**config.mk**
```make
export PLATFORM = sky130hd
export DESIGN_NAME = arsc_ref_ctrl
export DESIGN_NICKNAME = d
export VERILOG_FILES = /design/src/hdl/arsc_pkg.sv /design/src/hdl/arsc_offset_store.sv /design/src/hdl/arsc_ref_ctrl.sv
export SDC_FILE = /design/constraint.sdc
export NUM_CORES = 1
export LEC_CHECK = 0
export BUFFER_PORTS_ARGS = -buffer_cell sky130_fd_sc_hd__buf_2
export CAP_MARGIN = 20
export CORE_MARGIN = 4
export CORE_UTILIZATION = 38
export CTS_BUF_LIST = sky130_fd_sc_hd__clkbuf_2 sky130_fd_sc_hd__clkbuf_4 sky130_fd_sc_hd__clkbuf_8
export DETAILED_ROUTE_END_ITERATION = 10
export GPL_ROUTABILITY_DRIVEN = 0
export HOLD_SLACK_MARGIN = 0.15
export PLACE_DENSITY = 0.83
export SETUP_SLACK_MARGIN = 0.1
export SYNTH_ARGS = -nofsm -noshare
export SYNTH_HDL_FRONTEND = slang
export SYNTH_SLANG_ARGS = --single-unit
```
**constraint.sdc**
```tcl
create_clock -name i_mclk -period 1 [get_ports i_mclk]
set_clock_uncertainty 0.15 [all_clocks]
set_input_delay 0.1 -clock i_mclk [delete_from_list [all_inputs] [get_ports i_mclk]]
set_output_delay 0.1 -clock i_mclk [all_outputs]
set_load 0.01 [all_outputs]
```
**src/hdl/arsc_pkg.sv**
```systemverilog
// Package: register map, field layout and carrier types for reference select control
package arsc_pkg;

    // ------------------------------------------------------------
    // Register map
    // ------------------------------------------------------------
    localparam logic [7:0] ARSC_ADDR_TEMP_OFFSET_VALUE_LOW  = 8'h85;
    localparam logic [7:0] ARSC_ADDR_TEMP_OFFSET_VALUE_HIGH = 8'h86;
    localparam logic [7:0] ARSC_ADDR_REF_CTRL  = 8'hD1;
    localparam logic [3:0] ARSC_PAGE_TEMP_OFFSET_VALUE      = 4'hF;
    localparam logic [3:0] ARSC_PAGE_REF_CTRL  = 4'h0;

    // ------------------------------------------------------------
    // Field positions and reset values
    // ------------------------------------------------------------
    localparam int         ARSC_BIT_PREF_EN = 0;
    localparam int         ARSC_BIT_SENS_EN = 2;
    localparam int         ARSC_LSB_REF_SEL = 3;
    localparam int         ARSC_BIT_GND_SEL = 5;
    localparam logic [7:0] ARSC_REF_CTRL_WMASK = 8'h3D;
    localparam logic [7:0] ARSC_REF_CTRL_RST   = 8'h18;

    // ------------------------------------------------------------
    // Types
    // ------------------------------------------------------------
    typedef enum logic [1:0] {
        ARSC_REF_EXT_PIN  = 2'h0,
        ARSC_REF_MAIN_SUP = 2'h1,
        ARSC_REF_DIG_SUP  = 2'h2,
        ARSC_REF_HS_INT   = 2'h3
    } arsc_ref_sel_t;

    typedef enum logic {
        ARSC_GND_CHIP = 1'b0,
        ARSC_GND_PIN  = 1'b1
    } arsc_gnd_t;

    // Converter phase inputs
    typedef struct packed {
        logic busy;
        logic sampling;
        logic converting;
        logic sensor_chan;
    } arsc_conv_t;

    // Analog control outputs
    typedef struct packed {
        arsc_ref_sel_t ref_sel;
        logic          hs_ref_en;
        logic          pref_en;
        logic          sens_en;
        logic          sens_hiz;
        arsc_gnd_t     gnd_sel;
    } arsc_ana_t;

endpackage : arsc_pkg

```
**src/hdl/arsc_offset_store.sv**
```systemverilog
// Holds the factory temperature offset and its two read views
`timescale 1ns/10ps
`default_nettype none
module arsc_offset_store
    import arsc_pkg::*;
(
    input  wire logic       i_mclk,        // Core clock
    input  wire logic       i_rst,         // Synchronous reset
    input  wire logic [9:0] i_trim,        // Stored offset value
    output logic      [7:0] o_low_view,    // Low byte view, registered
    output logic      [7:0] o_high_view    // High byte view, registered
);

    // Reloaded from i_trim on every clock out of reset; the value is never writable
    always_ff @(posedge i_mclk) begin
        if (i_rst) begin
            o_low_view  <= 8'h00;
            o_high_view <= 8'h00;
        end else begin
            o_low_view  <= {i_trim[1:0], 6'h00};  // RULE1 RULE2 RULE18
            o_high_view <= i_trim[9:2];           // RULE17 RULE18
        end
    end

endmodule : arsc_offset_store
`default_nettype wire

```
**src/hdl/arsc_ref_ctrl.sv**
```systemverilog
// Top: reference control register, offset reads and reference/ground steering
// Contract
// RULE1 - Offset low reads stored bits 1:0 at 7:6
// RULE2 - Offset low bits 5:0 zero; writes ignored
// RULE3 - Control bits 7:6 read zero, ignore writes
// RULE4 - Control bit 1 reads zero, ignores writes
// RULE5 - Bit 5 picks main or analog ground
// RULE6 - Bits 4:3 drive the reference mux
// RULE7 - High-speed reference on only while needed
// RULE8 - Bit 2 switches the temperature sensor
// RULE9 - Sensor output floats while disabled
// RULE10 - Bit 0 enables and connects precision reference
// RULE11 - Pin ground used in sampling and conversion
// RULE12 - Sensor sampling always uses chip ground
// RULE13 - High-speed reference conversion uses chip ground
// RULE14 - External reference: select 00, precision off
// RULE15 - Precision reference: enable set, select 00
// RULE16 - Enable precision reference before precision oscillator
// RULE17 - Offset high reads stored bits 9:2
// RULE18 - Offset is factory value, not writable
// RULE19 - One-cycle access; outputs update on write
`timescale 1ns/10ps
`default_nettype none
module arsc_ref_ctrl
    import arsc_pkg::*;
(
    input  wire logic       i_mclk,      // Core clock, 20 MHz
    input  wire logic       i_rst,       // Synchronous reset, active high
    input  wire logic [7:0] i_sfr_addr,  // Register address
    input  wire logic [3:0] i_sfr_page,  // Register page
    input  wire logic       i_sfr_wr,    // Write strobe
    input  wire logic       i_sfr_rd,    // Read strobe
    input  wire logic [7:0] i_sfr_wdata, // Write data
    output logic      [7:0] o_sfr_rdata, // Read data, combinational mux
    output logic            o_sfr_hit,   // Address decoded by this block
    input  wire logic [9:0] i_trim,      // Factory offset value
    input  wire arsc_conv_t i_conv,      // Converter phase status
    output arsc_ana_t       o_ana        // Analog controls
);

    // ------------------------------------------------------------
    // Decode
    // ------------------------------------------------------------
    logic       sel_ctrl;
    logic       sel_low;
    logic       sel_high;
    logic [7:0] ctrl_q;
    logic [7:0] low_view;
    logic [7:0] high_view;

    // The page qualifies every address
    assign sel_ctrl  = (i_sfr_addr == ARSC_ADDR_REF_CTRL)  && (i_sfr_page == ARSC_PAGE_REF_CTRL);
    assign sel_low   = (i_sfr_addr == ARSC_ADDR_TEMP_OFFSET_VALUE_LOW)  && (i_sfr_page == ARSC_PAGE_TEMP_OFFSET_VALUE);
    assign sel_high  = (i_sfr_addr == ARSC_ADDR_TEMP_OFFSET_VALUE_HIGH) && (i_sfr_page == ARSC_PAGE_TEMP_OFFSET_VALUE);
    assign o_sfr_hit = sel_ctrl | sel_low | sel_high;

    // ------------------------------------------------------------
    // Control register
    // ------------------------------------------------------------
    // Only the writable bits are stored
    always_ff @(posedge i_mclk) begin
        if (i_rst) begin
            ctrl_q <= ARSC_REF_CTRL_RST;                           // RULE19
        end else if (i_sfr_wr && sel_ctrl) begin
            ctrl_q <= i_sfr_wdata & ARSC_REF_CTRL_WMASK;           // RULE3 RULE4 RULE19
        end
    end

    arsc_offset_store arsc_offset_store_inst (
        .i_mclk      (i_mclk),
        .i_rst       (i_rst),
        .i_trim      (i_trim),
        .o_low_view  (low_view),
        .o_high_view (high_view)
    );

    // ------------------------------------------------------------
    // Read mux
    // ------------------------------------------------------------
    // Idle, unmapped and off-page reads return zero
    always_comb begin
        o_sfr_rdata = 8'h00;
        if (i_sfr_rd) begin
            if (sel_ctrl) begin
                o_sfr_rdata = ctrl_q & ARSC_REF_CTRL_WMASK;        // RULE3 RULE4
            end else if (sel_low) begin
                o_sfr_rdata = low_view;                            // RULE1 RULE2
            end else if (sel_high) begin
                o_sfr_rdata = high_view;                           // RULE17
            end
        end
    end

    // ------------------------------------------------------------
    // Analog steering
    // ------------------------------------------------------------
    arsc_ref_sel_t ref_sel;
    logic          gnd_bit;
    logic          hs_sel;

    assign ref_sel = arsc_ref_sel_t'(ctrl_q[ARSC_LSB_REF_SEL +: 2]);
    assign gnd_bit = ctrl_q[ARSC_BIT_GND_SEL];
    assign hs_sel  = (ref_sel == ARSC_REF_HS_INT);

    // Busy stands for the converter's need of the high-speed reference
    // Later assignments win: both ground overrides beat the select bit
    always_comb begin
        o_ana.ref_sel   = ref_sel;                                 // RULE6
        o_ana.hs_ref_en = hs_sel && i_conv.busy;                   // RULE7
        o_ana.pref_en   = ctrl_q[ARSC_BIT_PREF_EN];                // RULE10
        o_ana.sens_en   = ctrl_q[ARSC_BIT_SENS_EN];                // RULE8
        o_ana.sens_hiz  = !ctrl_q[ARSC_BIT_SENS_EN];               // RULE9
        o_ana.gnd_sel   = gnd_bit ? ARSC_GND_PIN : ARSC_GND_CHIP;  // RULE5 RULE11
        if (i_conv.sampling && i_conv.sensor_chan) begin
            o_ana.gnd_sel = ARSC_GND_CHIP;                         // RULE12
        end
        if (i_conv.converting && hs_sel) begin
            o_ana.gnd_sel = ARSC_GND_CHIP;                         // RULE13
        end
    end

    // ------------------------------------------------------------
    // Register assertions
    // ------------------------------------------------------------
    ctrl_write_a: assert property (@(posedge i_mclk) disable iff (i_rst) // RULE19
        i_sfr_wr && sel_ctrl |=> ctrl_q == ($past(i_sfr_wdata) & ARSC_REF_CTRL_WMASK))
        else $error("control write not stored");
    ctrl_hold_a: assert property (@(posedge i_mclk) disable iff (i_rst) // RULE19
        !(i_sfr_wr && sel_ctrl) |=> $stable(ctrl_q))
        else $error("control register changed without a write");
    offs_write_a: assert property (@(posedge i_mclk) disable iff (i_rst) // RULE18
        i_sfr_wr && (sel_low || sel_high) |=> $stable(ctrl_q))
        else $error("offset write disturbed control register");
    ctrl_reset_a: assert property (@(posedge i_mclk) disable iff (i_rst) // RULE19
        $past(i_rst) |-> ctrl_q == ARSC_REF_CTRL_RST)
        else $error("control register not at reset value");
    unused_zero_a: assert property (@(posedge i_mclk) disable iff (i_rst) // RULE3 RULE4
        i_sfr_rd && sel_ctrl |-> o_sfr_rdata[7:6] == 2'h0 && !o_sfr_rdata[1])
        else $error("unused control bits not zero");
    rd_ctrl_a: assert property (@(posedge i_mclk) disable iff (i_rst) // RULE19
        i_sfr_rd && sel_ctrl |-> o_sfr_rdata == ctrl_q)
        else $error("control read data wrong");
    miss_read_a: assert property (@(posedge i_mclk) disable iff (i_rst) // RULE19
        !(i_sfr_rd && o_sfr_hit) |-> o_sfr_rdata == 8'h00)
        else $error("read data without a decoded read");
    zero_low_a: assert property (@(posedge i_mclk) disable iff (i_rst) // RULE2
        i_sfr_rd && sel_low |-> o_sfr_rdata[5:0] == 6'h00)
        else $error("offset low unused bits not zero");
    // Offset views load one edge after reset release
    low_view_a: assert property (@(posedge i_mclk) disable iff (i_rst) // RULE1 RULE2
        i_sfr_rd && sel_low && $stable(i_trim) && !$past(i_rst)
        |-> o_sfr_rdata == {i_trim[1:0], 6'h00})
        else $error("offset low view wrong");
    high_view_a: assert property (@(posedge i_mclk) disable iff (i_rst) // RULE17
        i_sfr_rd && sel_high && $stable(i_trim) && !$past(i_rst)
        |-> o_sfr_rdata == i_trim[9:2])
        else $error("offset high view wrong");
    pref_en_a: assert property (@(posedge i_mclk) disable iff (i_rst) // RULE10
        i_sfr_wr && sel_ctrl |=> o_ana.pref_en == $past(i_sfr_wdata[0]))
        else $error("precision enable not updated");

    // ------------------------------------------------------------
    // Steering assertions
    // ------------------------------------------------------------
    ref_mux_a: assert property (@(posedge i_mclk) disable iff (i_rst) // RULE6
        o_ana.ref_sel == ctrl_q[ARSC_LSB_REF_SEL +: 2])
        else $error("reference mux select wrong");
    hs_gate_a: assert property (@(posedge i_mclk) disable iff (i_rst) // RULE7
        o_ana.hs_ref_en == (ctrl_q[4:3] == 2'h3 && i_conv.busy))
        else $error("high-speed reference gating wrong");
    hs_idle_a: assert property (@(posedge i_mclk) disable iff (i_rst) // RULE7
        !i_conv.busy || ctrl_q[4:3] != 2'h3 |-> !o_ana.hs_ref_en)
        else $error("high-speed reference on while not needed");
    pref_out_a: assert property (@(posedge i_mclk) disable iff (i_rst) // RULE10
        o_ana.pref_en == ctrl_q[ARSC_BIT_PREF_EN])
        else $error("precision enable differs from its bit");
    sens_en_a: assert property (@(posedge i_mclk) disable iff (i_rst) // RULE8
        o_ana.sens_en == ctrl_q[ARSC_BIT_SENS_EN])
        else $error("sensor enable differs from its bit");
    sens_hiz_a: assert property (@(posedge i_mclk) disable iff (i_rst) // RULE8 RULE9
        o_ana.sens_hiz != ctrl_q[2])
        else $error("sensor enable and float disagree");

    // ------------------------------------------------------------
    // Ground assertions
    // ------------------------------------------------------------
    // Ground overrides outrank the select bit
    main_gnd_a: assert property (@(posedge i_mclk) disable iff (i_rst) // RULE5
        !ctrl_q[ARSC_BIT_GND_SEL] |-> o_ana.gnd_sel == ARSC_GND_CHIP)
        else $error("main ground not selected");
    pin_gnd_a: assert property (@(posedge i_mclk) disable iff (i_rst) // RULE5 RULE11
        ctrl_q[5] && !i_conv.sampling && !i_conv.converting |-> o_ana.gnd_sel == ARSC_GND_PIN)
        else $error("ground select ignored");
    samp_pin_a: assert property (@(posedge i_mclk) disable iff (i_rst) // RULE11
        ctrl_q[5] && i_conv.sampling && !i_conv.sensor_chan
        && !(i_conv.converting && ctrl_q[4:3] == 2'h3) |-> o_ana.gnd_sel == ARSC_GND_PIN)
        else $error("pin ground not used while sampling");
    conv_pin_a: assert property (@(posedge i_mclk) disable iff (i_rst) // RULE11
        ctrl_q[5] && i_conv.converting && ctrl_q[4:3] != 2'h3
        && !(i_conv.sampling && i_conv.sensor_chan) |-> o_ana.gnd_sel == ARSC_GND_PIN)
        else $error("pin ground not used while converting");
    samp_gnd_a: assert property (@(posedge i_mclk) disable iff (i_rst) // RULE12
        i_conv.sampling && i_conv.sensor_chan |-> o_ana.gnd_sel == ARSC_GND_CHIP)
        else $error("sensor sampling not on chip ground");
    conv_gnd_a: assert property (@(posedge i_mclk) disable iff (i_rst) // RULE13
        i_conv.converting && ctrl_q[4:3] == 2'h3 |-> o_ana.gnd_sel == ARSC_GND_CHIP)
        else $error("high-speed conversion not on chip ground");

    // ------------------------------------------------------------
    // Coverage
    // ------------------------------------------------------------
    cov_hs_c: cover property (@(posedge i_mclk) disable iff (i_rst) o_ana.hs_ref_en);
    cov_pin_c: cover property (@(posedge i_mclk) disable iff (i_rst)
        i_conv.converting && o_ana.gnd_sel == ARSC_GND_PIN);
    cov_sens_c: cover property (@(posedge i_mclk) disable iff (i_rst)
        i_conv.sampling && i_conv.sensor_chan && ctrl_q[5]);
    cov_ext_c: cover property (@(posedge i_mclk) disable iff (i_rst)
        o_ana.ref_sel == ARSC_REF_EXT_PIN && !o_ana.pref_en);
    cov_pref_c: cover property (@(posedge i_mclk) disable iff (i_rst)
        o_ana.ref_sel == ARSC_REF_EXT_PIN && o_ana.pref_en);

endmodule : arsc_ref_ctrl
`default_nettype wire

```
==> run_results.csv, run 1 <==
group,metric,value,unit
final_layout,area_growth,99.0,%
pwr,p_int,0.926,mW
final_layout,final_core_utilization,0.791,
pwr,clockPowerShare,0.287,
die,die_area,2840,um2
grt,grt_pass1_wl,4.28,mm
synth,syn_avg_cell_area,8.96,um2
routing,drc_errors,0,
grt,grt-ovfl-total,0,
setup_path,path_delay_family,"simple AND/OR/NAND/NOR gates",
synth,yosysSeqAreaShare,0.385,
routing,wirelength,2.97,mm
final_layout,finalNetCount,206,
final_layout,final_cell_mix,"buf_2, buf_6, dlygate4sd3_1, nor2b_1, dfxtp_1",
grt,grt_max_degree,18,
timing,fin_crit,1.46,ns
timing,setup_viol,21,
placement,hpwl,1.71,mm
setup_path,startpoint_type,"input pin",
setup_path,slowest_stage,"nor4_4",
setup_path,crit_arrival,1.21,ns
die,die_h,53.3,um
clock_tree,root_buffer,"clkbuf_4",
setup_path,cp-end-kind,"primary output",
routing,vias,954,
pwr,power.leakage,0.713,nW
grt,grt_usage,0.210,
die,die_x,53.3,um
pwr,power,1.23,mW
clock_tree,clock_latency,0.29,ns
pwr,power.share.switching,0.248,
routing,drtIter0Drc,12,
setup_path,path_cells,"buf_8, nor4_4, nand4_4, o32ai_2, buf_2",
final_layout,final_common_cell,"buf_2",
run,drv_cap,0,
min_path,hold_path.class,"input pin to flip-flop",
run_status,outcome,"finished with violations",
pwr,ir_drop,0.000769,V
setup_path,required,0.75,ns
timing,fin_crit_sh,1.46,
clock_tree,cts.sinks,15,
final_layout,n_fill_cell,120,
min_path,holdPathStages,2,
run_status,violations,"setup timing",
clock_tree,cts_tree,"built",
timing,setup_ws,-0.463,ns
grt,grt_pass1_vias,948,
timing,worstMarginPinSlew,0.344,ns
die,start_util,0.397,
pwr,p_per_area,794,nW/um2
final_layout,diodes,0,
clock_tree,cts-hold-fix-buffers,15,
clock_tree,cts_buffer_depth,2,
timing,grt_setup_unrepaired,"true",
pwr,seqPwrFrac,0.508,
routing,viasPerCell,4.92,
synth,syn_nets,125,
setup_path,crit_cells,5,
routing,firstDrtPassIters,4,
synth,syn_inst,87,
timing,drv_slew,0,
pwr,p_switching,0.306,mW
routing,ant_nets,0,
clock_tree,cts_made_buffers,3,
synth,ys_ff_latch,15,
grt,antenna_found_initial,0,
setup_path,crit_path_max_fanout,6,
clock_tree,htree_levels,1,
setup_path,crit_path_max_incr_delay,0.38,ns
clock_tree,path_clk_slew,0.09,ns
timing,slew_headroom,0.769,
timing,hold_viol,0,
synth,synth_cell_types,24,
synth,synth_warnings,0,
setup_path,reg2reg_depth,5,
timing,max_clock_freq,0.684,GHz
setup_path,critPathBufInv,2,
placement,portBuffers,50,
die,rows,16,
routing,wire_per_inst,15.3,um
final_layout,final_layout_size_suffix_gt1_frac,0.599,
die,core-area,1960,um2
setup_path,crit_type,"input pin to primary output",
pwr,comb_power_share,0.206,
die,ioPinCount,54,
synth,syn-cell-area,779,um2
what timing repair did:
item | 4_1_cts | 5_1_grt
buffers inserted | 4 | 5
setup endpoints to repair | 21 | 21
gates resized for setup | 36 | 13
endpoints found under the hold margin | 15 | 8
gates cloned | 0 | 0
pin swaps | 6 | 10
cells in the mapped netlist:
cell       number  area share
nor2_1          7       0.034
o2111ai_1       1       0.011
and4_1          1       0.011
and4bb_2        1       0.016
and2b_1         1      0.0096
nand4_2         1       0.016
buf_6           1       0.014
inv_1           6       0.029
nand4_1         1      0.0080
and4b_2         1       0.014
a22oi_1         2       0.019
and3b_1         1       0.011
nand2b_1        6       0.048
and3_1          1      0.0080
mux2i_1         5       0.064
a31oi_1         1      0.0080
nor2b_1        12       0.096
nand2_1         9       0.043
dfxtp_1        15        0.39
o32ai_1         5       0.056
buf_4           4       0.039
clkbuf_1        3       0.014
nor4_4          1       0.027
and4bb_1        1       0.016
per-layer routing:
| layer | global-route usage | part of all wire |
|---|---|---|
| met1 | 0.215 | 0.38 |
| met2 | 0.396 | 0.50 |
| met3 | 0.0507 | 0.073 |
| met4 | 0.0894 | 0.039 |
| met5 | 0 | 0 |
worst paths after layout:
kind,from,to,slack [ns]
worst max-delay path,i_sfr_addr[3],o_sfr_rdata[0],-0.46
worst max register to register,ctrl_q[3],ctrl_q[3],-0.14
worst min register to register,ctrl_q[0],ctrl_q[0],0.48
worst min-delay path,i_rst,arsc_offset_store_inst.o_high_view[6],0.02
registers in the layout, summed over array words and instances, names as in the netlist:
signal / flops
arsc_offset_store_inst.o_high_view: 8
arsc_offset_store_inst.o_low_view: 2
ctrl_q: 5
power groups by stage:
stage,clock [mW],combinational (mW),sequential (mW)
global placement,0,0.156,0.637
floorplan,0,0.0671,0.636
finish,0.353,0.253,0.625
detailed placement,0,0.160,0.638
CTS,0.371,0.229,0.624
global route,0.396,0.272,0.627
layout make-up:
type | instances | area, um2 | share of cell area
Clock inverter | 1 | 5.00 | 0.00323
Inverter | 6 | 22.5 | 0.0145
Clock buffer | 3 | 22.5 | 0.0145
Sequential cell | 15 | 307 | 0.198
Timing Repair Buffer | 84 | 669 | 0.431
Tap cell | 27 | 33.8 | 0.0218
Multi-Input combinational cell | 58 | 492 | 0.317
stage by stage:
step	instances	hold WS [ns]	setup TNS [ns]	instance area [um2]	worst slack [ns]
after global routing	194	0.0190	-6.49	1550	-0.529
after CTS	190	-0.00734	-4.41	1480	-0.446
final	194	0.0191	-5.66	1550	-0.463
after floorplan	87	0.0782	-1.90	817	-0.192
after detailed placement	167	0.163	-5.21	1130	-0.508
after global placement	167	0.167	-4.71	1130	-0.452
kinds of logic after synthesis:
group,after synthesis,share of synthesized area
AOI/OAI and AO/OA,9,0.0947
buffers and inverters,14,0.0963
DFF,15,0.385
muxes,5,0.0642
and+or+nand+nor,44,0.360
Note: power is estimated with default switching activity, not from simulation.
==> inputs of run 2 (changes only) <==
- ABC_AREA: not set -> 1
- CTS_BUF_LIST: sky130_fd_sc_hd__clkbuf_2 sky130_fd_sc_hd__clkbuf_4 sky130_fd_sc_hd__clkbuf_8 -> not set
- PLACE_DENSITY: 0.83 -> 0.8
==> run_results.csv, run 2 <==
group,metric,value,unit
run_status,outcome,"finished with violations",
run_status,violations,"hold timing, setup timing",
setup_path,reg2reg_from,"ctrl_q[2]",
timing,max_clock_freq,0.727,GHz
setup_path,startpoint_type,"input pin",
routing,firstDrtPassIters,4,
final_layout,top_regs,"arsc_offset_store_inst.o_high_view: 8 flops, ctrl_q: 5 flops, arsc_offset_store_inst.o_low_view: 2 flops",
clock_tree,cts_tree,"built",
final_layout,area_growth,93.2,%
synth,synth_area_leaders,"dfxtp_1, inv_1, nor2_1, nand3_1, nand2_1",
final_layout,regMostFlops,"arsc_offset_store_inst.o_high_view",
pwr,power.leakage,0.876,nW
synth,synthAdderAreaFrac,0,
min_path,min_to,"ctrl_q[4]",
setup_path,regToRegEndpoint,"ctrl_q[2]",
clock_tree,cts_buffer_depth,2,
synth,synth_edf_count,0,
setup_path,cp-end-kind,"primary output",
routing,ant_nets,0,
grt,grt-ovfl-total,0,
clock_tree,cts.sinks,15,
timing,grt_setup_unrepaired,"true",
die,die_area,3170,um2
grt,grt_pass1_wl,4.52,mm
final_layout,final_common_cell,"buf_2",
grt,grt_max_degree,11,
synth,synth-xor-area-share,0,
setup_path,r2r_slack,0.01,ns
synth,synth_cell_types,17,
placement,hpwl,1.91,mm
final_layout,diodes,0,
synth,synth_area_leader_cell,"dfxtp_1",
synth,synth-simple-area-share,0.434,
die,die_h,56.3,um
routing,wirelength,2.92,mm
placement,place_ws,-0.280,ns
routing,wire_per_inst,12.1,um
grt,antenna_found_initial,0,
setup_path,required,0.75,ns
min_path,holdPathStages,3,
timing,slew_headroom,0.847,
final_layout,final_layout_size_suffix_gt1_frac,0.556,
timing,worstMarginPinSlew,0.229,ns
die,core-area,2210,um2
synth,syn-cell-area,887,um2
pwr,ir_drop,0.000743,V
setup_path,crit_path_start,"i_sfr_addr[5]",
timing,setup_ws,-0.376,ns
synth,syn_nets,178,
synth,syn_inst,140,
die,start_util,0.401,
synth,ys.flop_type,"dfxtp_1",
setup_path,crit_path_max_fanout,5,
routing,drc_errors,0,
setup_path,reg2reg_depth,6,
die,rows,17,
run,drv_cap,0,
final_layout,n_fill_cell,152,
clock_tree,cts_made_buffers,3,
synth,synth_top_family_by_area,"simple AND/OR/NAND/NOR gates",
min_path,hold_path.class,"input pin to flip-flop",
final_layout,largest_reg_flops,8,
pwr,p_per_area,735,nW/um2
timing,fin_crit_sh,1.38,
timing,drv_slew,0,
setup_path,crit_arrival,1.13,ns
die,die_x,56.3,um
final_layout,finalNetCount,253,
final_layout,final_cell_mix,"buf_2, inv_1, nor2_1, buf_6, nand2_1",
synth,synth-compound-area-share,0.0451,
synth,synthMuxAreaShare,0,
min_path,hp-start,"i_rst",
synth,syn_avg_cell_area,6.34,um2
synth,synth_most_common_cell,"inv_1",
timing,hold_viol,14,
routing,vias,1124,
pwr,power,1.26,mW
synth,synth_commonest_cells,"inv_1, nor2_1, nand2_1, nand3_1, dfxtp_1",
routing,drtIter0Drc,21,
clock_tree,root_buffer,"clkbuf_4",
timing,holdWs,-0.0500,ns
synth,ys_ff_latch,15,
grt,grt_usage,0.177,
setup_path,crit_type,"input pin to primary output",
routing,viasPerCell,4.64,
placement,portBuffers,50,
synth,async_flop_share,0,
clock_tree,path_clk_slew,0.09,ns
timing,setup_viol,17,
timing,fin_crit,1.38,ns
grt,grt_pass1_vias,1089,
synth,synth_warnings,0,
clock_tree,htree_levels,1,
die,ioPinCount,54,
clock_tree,clock_latency,0.29,ns
synth,synth_top_area_frac,0.339,
synth,yosysSeqAreaShare,0.339,
-- run 2: how the worst max path moves through the flow --
stage,end,cells after the start
CTS,o_sfr_rdata[6],5
detailed placement,o_sfr_rdata[7],9
floorplan,o_sfr_rdata[0],6
global placement,o_sfr_rdata[7],9
global route,o_sfr_rdata[6],8
finish,o_sfr_rdata[6],8
-- run 2: layout make-up --
cell class	count	area, um2	area share
tap	28	35.0	0.0204
sequential	15	313	0.182
multi-input combinational	87	608	0.355
clock buffer	4	26.3	0.0153
inverter	32	133	0.0774
timing repair buffer	76	599	0.350
-- run 2: cell families after synthesis --
kind of cell | Yosys count
DFF | 15
buffers and inverters | 38
and+or+nand+nor | 79
AOI/OAI and AO/OA | 8
-- run 2: critical path, cell delays in order --
cell     delay [ns]
buf_8          0.10
nor2_4         0.14
nand2_2        0.08
nor2_4         0.16
buf_6          0.16
nand3_2        0.09
a21oi_2        0.15
buf_2          0.15
-- run 2: per-layer routing --
metal	track usage	part of all wire
met4	0.0610	0.018
met5	0	0
met2	0.331	0.57
met3	0.0414	0.069
met1	0.192	0.34
-- run 2: stage by stage --
stage | utilization | cells | area (um2) | TNS (ns)
3_3_place_gp | 0.576 | 219 | 1270 | -3.58
6_report | 0.775 | 242 | 1710 | -4.06
4_1_cts | 0.720 | 237 | 1590 | -3.44
3_5_place_dp | 0.576 | 219 | 1270 | -3.59
2_1_floorplan | - | 140 | 965 | -0.143
5_1_grt | 0.775 | 242 | 1710 | -5.04
-- run 2: what timing repair did --
item / CTS / global route
setup endpoints to repair: 21 / 21
buffers inserted: 2 / 5
pin swaps: 12 / 11
gates cloned: 1 / 0
hold buffers: 11 / 1
endpoints found under the hold margin: 15 / 15
gates resized for setup: 46 / 22
-- run 2: report_power, final --
part	leakage, nW	internal [mW]	switching [mW]
registers	0.125	0.613	0.00933
logic	0.735	0.145	0.127
clock network	0.0150	0.155	0.211
total	0.876	0.913	0.347
